File: config.mk
export PLATFORM = sky130hd
export DESIGN_NAME = system_address_map_decoder
export DESIGN_NICKNAME = d
export VERILOG_FILES = /design/src/hw/system_address_map_decoder.v
export VERILOG_INCLUDE_DIRS = /design/src /design/src/hw
export SDC_FILE = /design/constraint.sdc
export NUM_CORES = 1
export LEC_CHECK = 0
export BUFFER_PORTS_ARGS = -buffer_cell sky130_fd_sc_hd__buf_2
export CORE_UTILIZATION = 45
export DETAILED_ROUTE_END_ITERATION = 12
export PLACE_DENSITY = 0.77
export SKIP_CTS_REPAIR_TIMING = 1
export SLEW_MARGIN = 20
export SYNTH_ARGS = -nofsm -noshare
export SYNTH_HDL_FRONTEND = slang
export SYNTH_SLANG_ARGS = --single-unit
File: constraint.sdc
create_clock -name ref_clk_i -period 2.71 [get_ports ref_clk_i]
set_clock_uncertainty 0.2 [all_clocks]
set_input_delay 0.271 -clock ref_clk_i [delete_from_list [all_inputs] [get_ports ref_clk_i]]
set_output_delay 0.271 -clock ref_clk_i [all_outputs]
set_load 0.01 [all_outputs]
File: src/hw/addr_map_defines.vh
// address map constants for the system address map decoder
`ifndef ADDR_MAP_DEFINES_VH
`define ADDR_MAP_DEFINES_VH

// ---------------------------------------------------------------
// region bounds
// ---------------------------------------------------------------
`define FLASH_BASE       32'h00000000
`define FLASH_LAST       32'h00007fff
`define SRAM_BASE        32'h20000000
`define SRAM_LAST        32'h20001fff
`define SRAM_ALIAS_BASE  32'h22000000
`define SRAM_ALIAS_LAST  32'h2203ffff
`define PERIPH_BASE      32'h40000000
`define PERIPH_LAST      32'h400fffff
`define PERIPH_ALIAS_BASE 32'h42000000
`define PERIPH_ALIAS_LAST 32'h43ffffff
`define PRIV_BASE        32'he0000000
`define PRIV_LAST        32'he00fffff
`define INSTR_TRACE_BASE 32'he0000000
`define WATCH_BASE       32'he0001000
`define BRKPT_BASE       32'he0002000
`define SYS_CTRL_BASE    32'he000e000
`define TRACE_PORT_BASE  32'he0040000
`define SLOT_LAST_OFS    32'h00000fff

// populated 4 KB peripheral slots, one bit per slot
`define PERIPH_SLOT_MASK 256'h60000000_00000000_00000000_00000000_00000000_00000000_11070110_000031f1

// ---------------------------------------------------------------
// region kinds by the top three address bits
// ---------------------------------------------------------------
`define RGN_CODE    3'h0
`define RGN_SRAM    3'h1
`define RGN_PERIPH  3'h2
`define RGN_XRAM_LO 3'h3
`define RGN_XRAM_HI 3'h4
`define RGN_XDEV_LO 3'h5
`define RGN_XDEV_HI 3'h6

// ---------------------------------------------------------------
// memory types
// ---------------------------------------------------------------
`define MT_NORMAL   2'h0
`define MT_DEVICE   2'h1
`define MT_STRONG   2'h2

// ---------------------------------------------------------------
// target select indices
// ---------------------------------------------------------------
`define TGT_COUNT   9
`define TGT_NONE    4'h0
`define TGT_FLASH   4'h1
`define TGT_SRAM    4'h2
`define TGT_PERIPH  4'h3
`define TGT_ITRACE  4'h4
`define TGT_WATCH   4'h5
`define TGT_BRKPT   4'h6
`define TGT_SYSCTL  4'h7
`define TGT_TPORT   4'h8

`endif

File: src/hw/system_address_map_decoder.v
// address decoder, region attributes, bit alias and barrier sequencing
`timescale 1ns/1ps
`default_nettype none
`include "addr_map_defines.vh"

module system_address_map_decoder (
    // clock, reset, enable
    input  wire        ref_clk_i,
    input  wire        nrst_i,
    input  wire        ce_i,
    // core request
    input  wire        req_valid_i,
    input  wire [31:0] req_addr_i,
    input  wire        req_write_i,
    input  wire        req_fetch_i,
    input  wire [31:0] req_wdata_i,
    output reg         req_ready_o,
    // core response
    output reg         resp_valid_o,
    output reg         resp_err_o,
    output reg         resp_xn_o,
    output reg  [31:0] resp_rdata_o,
    // barriers
    input  wire        data_order_barrier_i,
    input  wire        data_sync_barrier_i,
    input  wire        instr_sync_barrier_i,
    output reg         exec_stall_o,
    output reg         prefetch_flush_o,
    // region protection unit override
    input  wire        region_protection_unit_en_i,
    input  wire [1:0]  region_protection_unit_type_i,
    input  wire        region_protection_unit_xn_i,
    // downstream target
    output reg         tgt_valid_o,
    output reg         tgt_write_o,
    output reg  [31:0] tgt_addr_o,
    output reg  [31:0] tgt_wdata_o,
    output reg  [8:0]  tgt_sel_o,
    output reg  [1:0]  tgt_mem_type_o,
    output reg         tgt_execute_never_attr_o,
    output reg         tgt_posted_o,
    output reg  [7:0]  periph_slot_o,
    input  wire        tgt_done_i,
    input  wire [31:0] tgt_rdata_i
);

// ---------------------------------------------------------------
// states
// ---------------------------------------------------------------
localparam [1:0] S_IDLE   = 2'h0;
localparam [1:0] S_ACCESS = 2'h1;
localparam [1:0] S_RMW_RD = 2'h2;

reg  [1:0]  state_r;
reg  [1:0]  state_nxt;
reg         alias_r;
reg  [4:0]  bit_r;
reg         bitval_r;
reg         posted_r;
reg         dmb_pend_r;
reg         dsb_pend_r;
reg         isb_pend_r;

// ---------------------------------------------------------------
// decode of the presented address
// ---------------------------------------------------------------
reg         d_fault;
reg  [3:0]  d_sel;
reg  [1:0]  d_type;
reg         d_xn;
reg         d_alias;
reg  [31:0] d_paddr;
reg  [4:0]  d_bit;
reg  [31:0] ofs;
reg  [31:0] bb_addr;

wire [31:0] a = req_addr_i;

// a literal cannot be bit-selected, so the slot map lives in a vector
wire [255:0] slot_mask = `PERIPH_SLOT_MASK;

always @* begin
    d_fault = 1'b1;
    d_sel   = `TGT_NONE;
    d_alias = 1'b0;
    d_paddr = a;
    d_bit   = 5'h00;
    ofs     = 32'h00000000;
    bb_addr = 32'h00000000;
    // attributes follow the 512 MB region unless the override is enabled
    case (a[31:29])
        `RGN_CODE, `RGN_SRAM, `RGN_XRAM_LO, `RGN_XRAM_HI: begin
            d_type = `MT_NORMAL;
            d_xn   = 1'b0;
        end
        `RGN_PERIPH, `RGN_XDEV_LO, `RGN_XDEV_HI: begin
            d_type = `MT_DEVICE;
            d_xn   = 1'b1;
        end
        default: begin
            d_type = `MT_STRONG;
            d_xn   = 1'b1;
        end
    endcase
    // routing; anything not matched stays a fault
    if (a <= `FLASH_LAST) begin
        d_fault = 1'b0;
        d_sel   = `TGT_FLASH;
    end else if (a >= `SRAM_BASE && a <= `SRAM_LAST) begin
        d_fault = 1'b0;
        d_sel   = `TGT_SRAM;
    end else if (a >= `SRAM_ALIAS_BASE && a <= `SRAM_ALIAS_LAST && !req_fetch_i) begin
        ofs     = a - `SRAM_ALIAS_BASE;
        bb_addr = `SRAM_BASE + {12'h000, ofs[24:5]};
        d_fault = 1'b0;
        d_sel   = `TGT_SRAM;
        d_alias = 1'b1;
    end else if (a >= `PERIPH_BASE && a <= `PERIPH_LAST) begin
        d_fault = ~slot_mask[a[19:12]];
        d_sel   = d_fault ? `TGT_NONE : `TGT_PERIPH;
    end else if (a >= `PERIPH_ALIAS_BASE && a <= `PERIPH_ALIAS_LAST) begin
        ofs     = a - `PERIPH_ALIAS_BASE;
        bb_addr = `PERIPH_BASE + {12'h000, ofs[24:5]};
        d_fault = ~slot_mask[bb_addr[19:12]];
        d_sel   = d_fault ? `TGT_NONE : `TGT_PERIPH;
        d_alias = 1'b1;
    end else if (a >= `INSTR_TRACE_BASE && a <= `INSTR_TRACE_BASE + `SLOT_LAST_OFS) begin
        d_fault = 1'b0;
        d_sel   = `TGT_ITRACE;
    end else if (a >= `WATCH_BASE && a <= `WATCH_BASE + `SLOT_LAST_OFS) begin
        d_fault = 1'b0;
        d_sel   = `TGT_WATCH;
    end else if (a >= `BRKPT_BASE && a <= `BRKPT_BASE + `SLOT_LAST_OFS) begin
        d_fault = 1'b0;
        d_sel   = `TGT_BRKPT;
    end else if (a >= `SYS_CTRL_BASE && a <= `SYS_CTRL_BASE + `SLOT_LAST_OFS) begin
        d_fault = 1'b0;
        d_sel   = `TGT_SYSCTL;
    end else if (a >= `TRACE_PORT_BASE && a <= `TRACE_PORT_BASE + `SLOT_LAST_OFS) begin
        d_fault = 1'b0;
        d_sel   = `TGT_TPORT;
    end
    if (d_alias) begin
        // word access to the bit's word, bit index within that word
        d_paddr = {bb_addr[31:2], 2'b00};
        d_bit   = {bb_addr[1:0], ofs[4:2]};
    end
    if (region_protection_unit_en_i) begin
        d_type = region_protection_unit_type_i;
        d_xn   = region_protection_unit_xn_i;
    end
end

// ---------------------------------------------------------------
// target select
// ---------------------------------------------------------------
// one-hot select, exactly one bit set even for faults
wire [8:0] sel_onehot;
genvar g;
generate
    for (g = 0; g < `TGT_COUNT; g = g + 1) begin : g_sel
        localparam [3:0] SEL_IDX = g;
        assign sel_onehot[g] = (d_sel == SEL_IDX);
    end
endgenerate

// ---------------------------------------------------------------
// request sequencing
// ---------------------------------------------------------------
wire take     = req_valid_i & req_ready_o;
// fetches, speculative prefetch included, decode like reads except that the SRAM alias faults for them
wire fetch_xn = req_fetch_i & d_xn;

always @* begin
    state_nxt = state_r;
    case (state_r)
        S_IDLE: begin
            if (take && !fetch_xn && !d_fault) begin
                state_nxt = (d_alias && req_write_i) ? S_RMW_RD : S_ACCESS;
            end
        end
        S_ACCESS: begin
            if (tgt_done_i) begin
                state_nxt = S_IDLE;
            end
        end
        S_RMW_RD: begin
            if (tgt_done_i) begin
                state_nxt = S_ACCESS;
            end
        end
        default: begin
            state_nxt = S_IDLE;
        end
    endcase
end

// ---------------------------------------------------------------
// registers
// ---------------------------------------------------------------
always @(posedge ref_clk_i or negedge nrst_i) begin
    if (!nrst_i) begin
        state_r                  <= S_IDLE;
        alias_r                  <= 1'b0;
        bit_r                    <= 5'h00;
        bitval_r                 <= 1'b0;
        posted_r                 <= 1'b0;
        dmb_pend_r               <= 1'b0;
        dsb_pend_r               <= 1'b0;
        isb_pend_r               <= 1'b0;
        req_ready_o              <= 1'b0;
        resp_valid_o             <= 1'b0;
        resp_err_o               <= 1'b0;
        resp_xn_o                <= 1'b0;
        resp_rdata_o             <= 32'h00000000;
        exec_stall_o             <= 1'b0;
        prefetch_flush_o         <= 1'b0;
        tgt_valid_o              <= 1'b0;
        tgt_write_o              <= 1'b0;
        tgt_addr_o               <= 32'h00000000;
        tgt_wdata_o              <= 32'h00000000;
        tgt_sel_o                <= 9'h001;
        tgt_mem_type_o           <= `MT_NORMAL;
        tgt_execute_never_attr_o <= 1'b0;
        tgt_posted_o             <= 1'b0;
        periph_slot_o            <= 8'h00;
    end else if (ce_i) begin
        state_r      <= state_nxt;
        resp_valid_o <= 1'b0;
        resp_err_o   <= 1'b0;
        resp_xn_o    <= 1'b0;
        // single outstanding access: later ones wait for completion,
        // which keeps device and strongly ordered traffic in order;
        // normal traffic may be reordered, strict order is simpler
        req_ready_o  <= (state_nxt == S_IDLE);
        // barrier tags; a new DMB or DSB wins over the idle clear, an ISB while idle flushes at once
        dmb_pend_r   <= data_order_barrier_i | (dmb_pend_r & (state_r != S_IDLE));
        dsb_pend_r   <= data_sync_barrier_i | (dsb_pend_r & (state_nxt != S_IDLE));
        exec_stall_o <= data_sync_barrier_i | (dsb_pend_r & (state_nxt != S_IDLE));
        isb_pend_r   <= (instr_sync_barrier_i | isb_pend_r) & (state_nxt != S_IDLE);
        prefetch_flush_o <= (instr_sync_barrier_i | isb_pend_r)
                            & (state_nxt == S_IDLE);
        case (state_r)
            S_IDLE: begin
                if (take) begin
                    tgt_sel_o                <= sel_onehot;
                    tgt_mem_type_o           <= d_type;
                    tgt_execute_never_attr_o <= d_xn;
                    periph_slot_o            <= d_paddr[19:12];
                    if (fetch_xn) begin
                        // no bus access; core faults only if it executes it
                        resp_valid_o <= 1'b1;
                        resp_xn_o    <= 1'b1;
                        resp_rdata_o <= 32'h00000000;
                    end else if (d_fault) begin
                        resp_valid_o <= 1'b1;
                        resp_err_o   <= 1'b1;
                        resp_rdata_o <= 32'h00000000;
                    end else begin
                        alias_r     <= d_alias;
                        bit_r       <= d_bit;
                        bitval_r    <= req_wdata_i[0];
                        tgt_valid_o <= 1'b1;
                        tgt_addr_o  <= d_paddr;
                        tgt_wdata_o <= req_wdata_i;
                        // alias write starts with the read half
                        tgt_write_o <= req_write_i & ~d_alias;
                        // strongly ordered writes are never posted
                        posted_r     <= req_write_i & ~d_alias & (d_type == `MT_DEVICE);
                        tgt_posted_o <= req_write_i & ~d_alias & (d_type == `MT_DEVICE);
                        if (req_write_i && !d_alias && d_type == `MT_DEVICE) begin
                            resp_valid_o <= 1'b1;
                        end
                    end
                end
            end
            S_RMW_RD: begin
                if (tgt_done_i) begin
                    tgt_write_o <= 1'b1;
                    tgt_wdata_o <= tgt_rdata_i & ~(32'h00000001 << bit_r)
                                   | ({31'h00000000, bitval_r} << bit_r);
                end
            end
            S_ACCESS: begin
                if (tgt_done_i) begin
                    tgt_valid_o  <= 1'b0;
                    tgt_write_o  <= 1'b0;
                    tgt_posted_o <= 1'b0;
                    posted_r     <= 1'b0;
                    resp_valid_o <= ~posted_r;
                    if (alias_r) begin
                        // alias read shows the bit as 0 or 1
                        resp_rdata_o <= {31'h00000000, tgt_rdata_i[bit_r]};
                    end else begin
                        resp_rdata_o <= tgt_rdata_i;
                    end
                end
            end
            default: begin
                tgt_valid_o <= 1'b0;
            end
        endcase
    end
end

endmodule // system_address_map_decoder

`default_nettype wire

# Word level (Yosys, flattened, before mapping)

Memories as Yosys holds them, arrays and structs flattened.
Cells that the tools add are included.

Bits in registers: 135
Memory bits (read-only): 512
Input bits: 110
Word-level logic and storage cells: 219
Memories: 2

Memory list:

| memory          | depth | width | read ports | clocked after memory_dff | write ports | RTL line                         | source |
|---|---|---|---|---|---|---|---|
| (no name shown) | 256   | 1     | 1          | 0                        | 0           | system_address_map_decoder.v:124 | `d_fault = ~slot_mask[bb_addr[19:12]];` |
| (no name shown) | 256   | 1     | 1          | 0                        | 0           | system_address_map_decoder.v:119 | `d_fault = ~slot_mask[a[19:12]];` |

$add $sub $neg: 4
Magnitude comparators: 22
Equal/unequal tests: 23
Shift operators: 2
Mux-type cells: 90
Bitwise operators: 19
Reductions and logical operators: 36

Operator list:

| operator                 | count |
|---|---|
| $mux W32                 | 15 |
| $ge A32 B32 Y1 const B   | 5 |
| $le A32 B32 Y1 const B   | 5 |
| $pmux W32 S2             | 2 |
| $ge A32 B30 Y1 const B   | 2 |
| $ge A32 B31 Y1 const B   | 2 |
| $le A32 B30 Y1 const B   | 2 |
| $le A32 B31 Y1 const B   | 2 |
| $sub A25 B1 Y25 const B  | 2 |
| $mux W1                  | 43 |
| $mux W4                  | 10 |
| $add A31 B20 Y32 const A | 1 |
| $and A32 B32 Y32         | 1 |
| $le A32 B15 Y1 const B   | 1 |
| $not A32 Y32             | 1 |
| $or A32 B32 Y32          | 1 |
| $shl A1 B5 Y32           | 1 |
| $shl A1 B5 Y32 const A   | 1 |
| $add A30 B20 Y31 const A | 1 |
| $mux W5                  | 6 |
| $lt A8 B9 Y1 const B     | 2 |
| $reduce_and A6 Y1        | 3 |
| $eq A4 B3 Y1 const B     | 4 |
| $logic_and A1 B1 Y1      | 15 |
| 31 further kinds         | 68 |

# Longest topological paths before layout

Depth in word-level cells: 19
Depth in mapped cells: 13

# Worst setup path after synthesis

No wires, ideal clock.

Path type: input to register
Start: input port req_addr_i[22]
End: register tgt_wdata_o[0]
Setup time: 0.125 ns
Data arrival time: 2.835 ns
Data required time: 2.385 ns
Path slack: -0.449 ns
Stages: 9
Path buffers: 1
Cell sequence: or4_4 > or4_4 > nor4_4 > o21ai_1 > and3_4 > a21o_1 > a21oi_4 > buf_6 > mux2_2

Longest elaborated chain between the ends: 14
Elaborated cells on any way between the ends: 46
Classes of those cells: add/sub (2); order compare (19); eq/ne (1); mux (11); bitwise (1); reduce/logical (11); memory (1)

RTL lines:

| element                                                                   | RTL line                         | source |
|---|---|---|
| from (decl)                                                               | system_address_map_decoder.v:13  | `input wire [31:0] req_addr_i,` |
| parallel branches: the longest is 11 deep, another holds $add A31 B20 Y32 | n/a                              |  |
| $mux W1 *                                                                 | system_address_map_decoder.v:106 | `` if (a <= `FLASH_LAST) begin `` |
| $ne A2 B2 Y1 (no line) *                                                  | n/a                              |  |
| $reduce_and A6 Y1 (no line) *                                             | n/a                              |  |
| to (signal assigned)                                                      | system_address_map_decoder.v:265 | `tgt_wdata_o <= req_wdata_i;` |
| to (signal assigned)                                                      | system_address_map_decoder.v:280 | `tgt_wdata_o <= tgt_rdata_i & ~(32'h00000001 << bit_r)` |
| to (decl)                                                                 | system_address_map_decoder.v:37  | `output reg [31:0] tgt_wdata_o,` |

Mark *: on every way between the ends. The select of a mux whose other input is x is not followed.
A chain may end at the register's enable or synchronous reset.

# Final worst setup path

Start: input port req_addr_i[22]
End: register tgt_wdata_o[2]

The elaborated chain is that of the path after synthesis.

==> metrics.log <==
INFO  metric track_usage = 25.8%
INFO  metric finalSetupViolCount = 68
INFO  metric power.internal = 4.39 mW
INFO  metric syn_nets = 897
INFO  metric clock_path_buffers = 2
INFO  metric cts_tree = built
INFO  metric synth_edf_count = 0
INFO  metric sw_frac_of_total = 24.7%
INFO  metric drive_above_1_share = 37.3%
INFO  metric die_w = 130 um
INFO  metric worst_ir_drop_vdd = 0.429 mV
INFO  metric slew-limit-headroom = 37.9%
INFO  metric synthMostInstantiatedCell = dfrtp_1
INFO  metric die_y = 130 um
INFO  metric final_area = 10600 um2
INFO  metric post_drt_via_cell_ratio = 5.51
INFO  metric detail_route.wl_per_cell = 18.1 um
INFO  metric yosysTopAreaCell = dfrtp_1
INFO  metric critPathMaxStageDelay = 550 ps
INFO  metric cp_top_family = simple AND/OR/NAND/NOR gates
INFO  metric die-area = 16900 um2
INFO  metric status = finished, violations left
INFO  metric tritoncts.num_buffers = 17
INFO  metric dp_hpwl = 16300 um
INFO  metric row_count = 46
INFO  metric p_switching = 1.44 mW
INFO  metric port_buffers = 233
INFO  metric grt_first_pass_wirelength = 33200 um
INFO  metric synth-seq-cells = 135
INFO  metric postSynth.asyncResetShare = 100%
INFO  metric postSynthCellCount = 776
INFO  metric finalCritPeriodShare = 104%
INFO  metric worstHoldPathCells = 3
INFO  metric ant_nets = 0
INFO  metric hp-class = in -> reg
INFO  metric timing.critical_path.arrival = 2920 ps
INFO  metric synthesis.area = 7390 um2
INFO  metric critical_path.startpoint_type = input pin
INFO  metric core-area = 15900 um2
INFO  metric worst_slew_pin_slew = 931 ps
INFO  metric reg2regPathDepth = 5
INFO  metric detailed_place.area = 9340 um2
INFO  metric overflow = 0
INFO  metric violated_checks = hold timing, setup timing
INFO  metric pwr_density_cell = 551 nW/um2
INFO  metric final_wtd_congestion = 0.953
INFO  metric floorplan.initialDensity = 46.4%
INFO  metric synth.cells.most_frequent = dfrtp_1, nand2_1, mux2i_1, nor2_1, inv_1
INFO  metric postSynthAreaPerCell = 9.53 um2
INFO  metric fin_nets = 1222
INFO  metric fin_ws = -110 ps
INFO  metric crit_required = 2810 ps
INFO  metric clock_tree.htree_level_count = 4
INFO  metric cp_max_fo = 32
INFO  metric combinationalPowerShare = 15.7%
INFO  metric clock_sinks = 135
INFO  metric postLayoutCoreUtil = 66.5%
INFO  metric synth.yosys.seq_area_share = 45.7%
INFO  metric power_frac_seq = 39.0%
INFO  metric share_of_total_power_in_the_clock_network = 45.3%
INFO  metric syn_warnings = 0
INFO  metric detailedRoute.firstPassIterationCount = 8
INFO  metric static-leakage-power = 5.19 nW
INFO  metric cp.depth = 10
INFO  metric worst_hold_slack = -7.88 ps
INFO  metric route.vias.total = 7342
INFO  metric critical-path-slowest-cell = or4_4
INFO  metric path_cells = buf_6 > or4_4 > or4_4 > nor4_4 > o21ai_1 > and3_4 > a21o_4 > a21oi_4 > buf_12 > mux2_2
INFO  metric yosys-top-cells-area = dfrtp_1, mux2i_1, nand2_1, mux2_2, nor2_1
INFO  metric clk-insertion-delay-late = 420 ps
INFO  metric routed_wl = 24100 um
INFO  metric synth_top_area_share = 45.3%
INFO  metric cts.reportedPaths.clkPinSlew = 60 ps
INFO  metric total_power = 5.83 mW
INFO  metric grt_pass1_vias = 6552
INFO  metric critical_path_class = in -> reg
INFO  metric grt_setup_unrepaired = true
INFO  metric postSynth.topFlopCell = dfrtp_1
INFO  metric antenna_found_initial = 2
INFO  metric synth.distinct_cells = 56
INFO  metric timing_hold_violations_final = 1
INFO  metric fmax = 0.355 GHz
INFO  metric path_buf_inv = 2
INFO  metric cap_violations = 0
INFO  metric grt_max_degree = 65
INFO  metric cts.root.buffer_cell = clkbuf_16
INFO  metric final.min_clock_period = 2820 ps
INFO  metric end_kind = flop
INFO  metric area.growth.synth_to_final = 43.3%
INFO  metric crit_path_frequent_cell = or4_4
INFO  metric drc = 0
INFO  metric timing.final.max_slew_violations = 0
INFO  metric drt_iter0_drc = 537
INFO  metric floorplan.io_pins = 235
==> path summary, 6_finish.rpt <==
path	from	endpoint	slack, ps
max in group asynchronous	nrst_i	tgt_sel_o[0]$_DFFE_PN1P_	1320
hold reg to reg	periph_slot_o[0]$_DFFE_PN0P_	periph_slot_o[0]$_DFFE_PN0P_	270
min in group asynchronous	nrst_i	tgt_sel_o[4]$_DFFE_PN0P_	190
setup reg to reg	bit_r[1]$_DFFE_PN0P_	resp_rdata_o[0]$_DFFE_PN0P_	-20
hold / removal	req_addr_i[15]	tgt_addr_o[10]$_DFFE_PN0P_	-8
setup / recovery	req_addr_i[22]	tgt_wdata_o[2]$_DFFE_PN0P_	-110
==> worst register-to-register path, delay by kind of cell, from the launching register on <==
family         cells  cell delay, ps
multiplexers       4            1540
AO/OA/AOI/OAI      1             120
flip-flops         1             750
==> sequential cells by signal, summed over array words and instances, names as in the netlist, 2 cells and up <==
| register | cells |
|---|---|
| tgt_addr_o | 32 |
| periph_slot_o | 8 |
| bit_r | 5 |
| state_r | 2 |
| tgt_wdata_o | 32 |
| tgt_mem_type_o | 2 |
| tgt_sel_o | 9 |
| resp_rdata_o | 32 |
==> cells by family after synthesis <==
| family | after synthesis | synth area share (%) |
|---|---|---|
| flops | 135 | 45.7 |
| mux | 129 | 19.8 |
| buf+inv | 104 | 5.74 |
| simple gates | 253 | 15.5 |
| fa+ha+maj | 11 | 1.86 |
| compound gates | 142 | 11.2 |
| xor+xnor | 2 | 0.237 |
==> stage by stage <==
step,setup TNS [ps],cells,setup WS [ps]
6_report,-4270,1332,-110
5_1_grt,-11020,1332,-185
4_1_cts,-1790,1284,-69.7
3_5_place_dp,-46260,1252,-508
3_3_place_gp,-42760,1252,-472
2_1_floorplan,-13630,776,-308
==> cell usage in the layout (no fill, tap or decap), types with 19 or more instances in the layout <==
cell           instances
mux2i_1               79
dlygate4sd3_1         40
o21ai_1               25
a21oi_1               46
nor2_1                69
nand2_1              108
clkbuf_16             19
inv_1                 52
buf_4                 72
o21ai_0               30
buf_2                230
dfrtp_1              134
mux2_2                31
==> power groups by stage <==
stage | clock network [mW] | logic, mW | registers [mW]
floorplan | 0 | 0.276 | 2.38
global placement | 0 | 0.805 | 2.31
detailed placement | 0 | 0.825 | 2.31
CTS | 2.68 | 0.831 | 2.28
global route | 2.75 | 0.987 | 2.30
finish | 2.64 | 0.914 | 2.28
==> layer usage <==
layer / wire length, um / up-vias / track usage (%) / share of wire (%)
met5: 0 / - / 0 / 0
li1: - / 3329 / - / -
met4: 1120 / 0 / 12.4 / 4.6
met3: 1780 / 103 / 5.17 / 7.4
met1: 9290 / 3494 / 33.1 / 38
met2: 11900 / 416 / 41.7 / 49
==> final cells by class <==
class / instances / area [um2]
antenna: 2 / 5.00
clock buffer: 19 / 453
clock inverter: 13 / 225
fill: 1204 / 5350
inverter: 52 / 195
multi-input combinational: 537 / 3690
sequential: 135 / 3380
tap: 216 / 270
timing repair buffer: 358 / 2380
No activity file was read; power rests on OpenSTA's default activity.
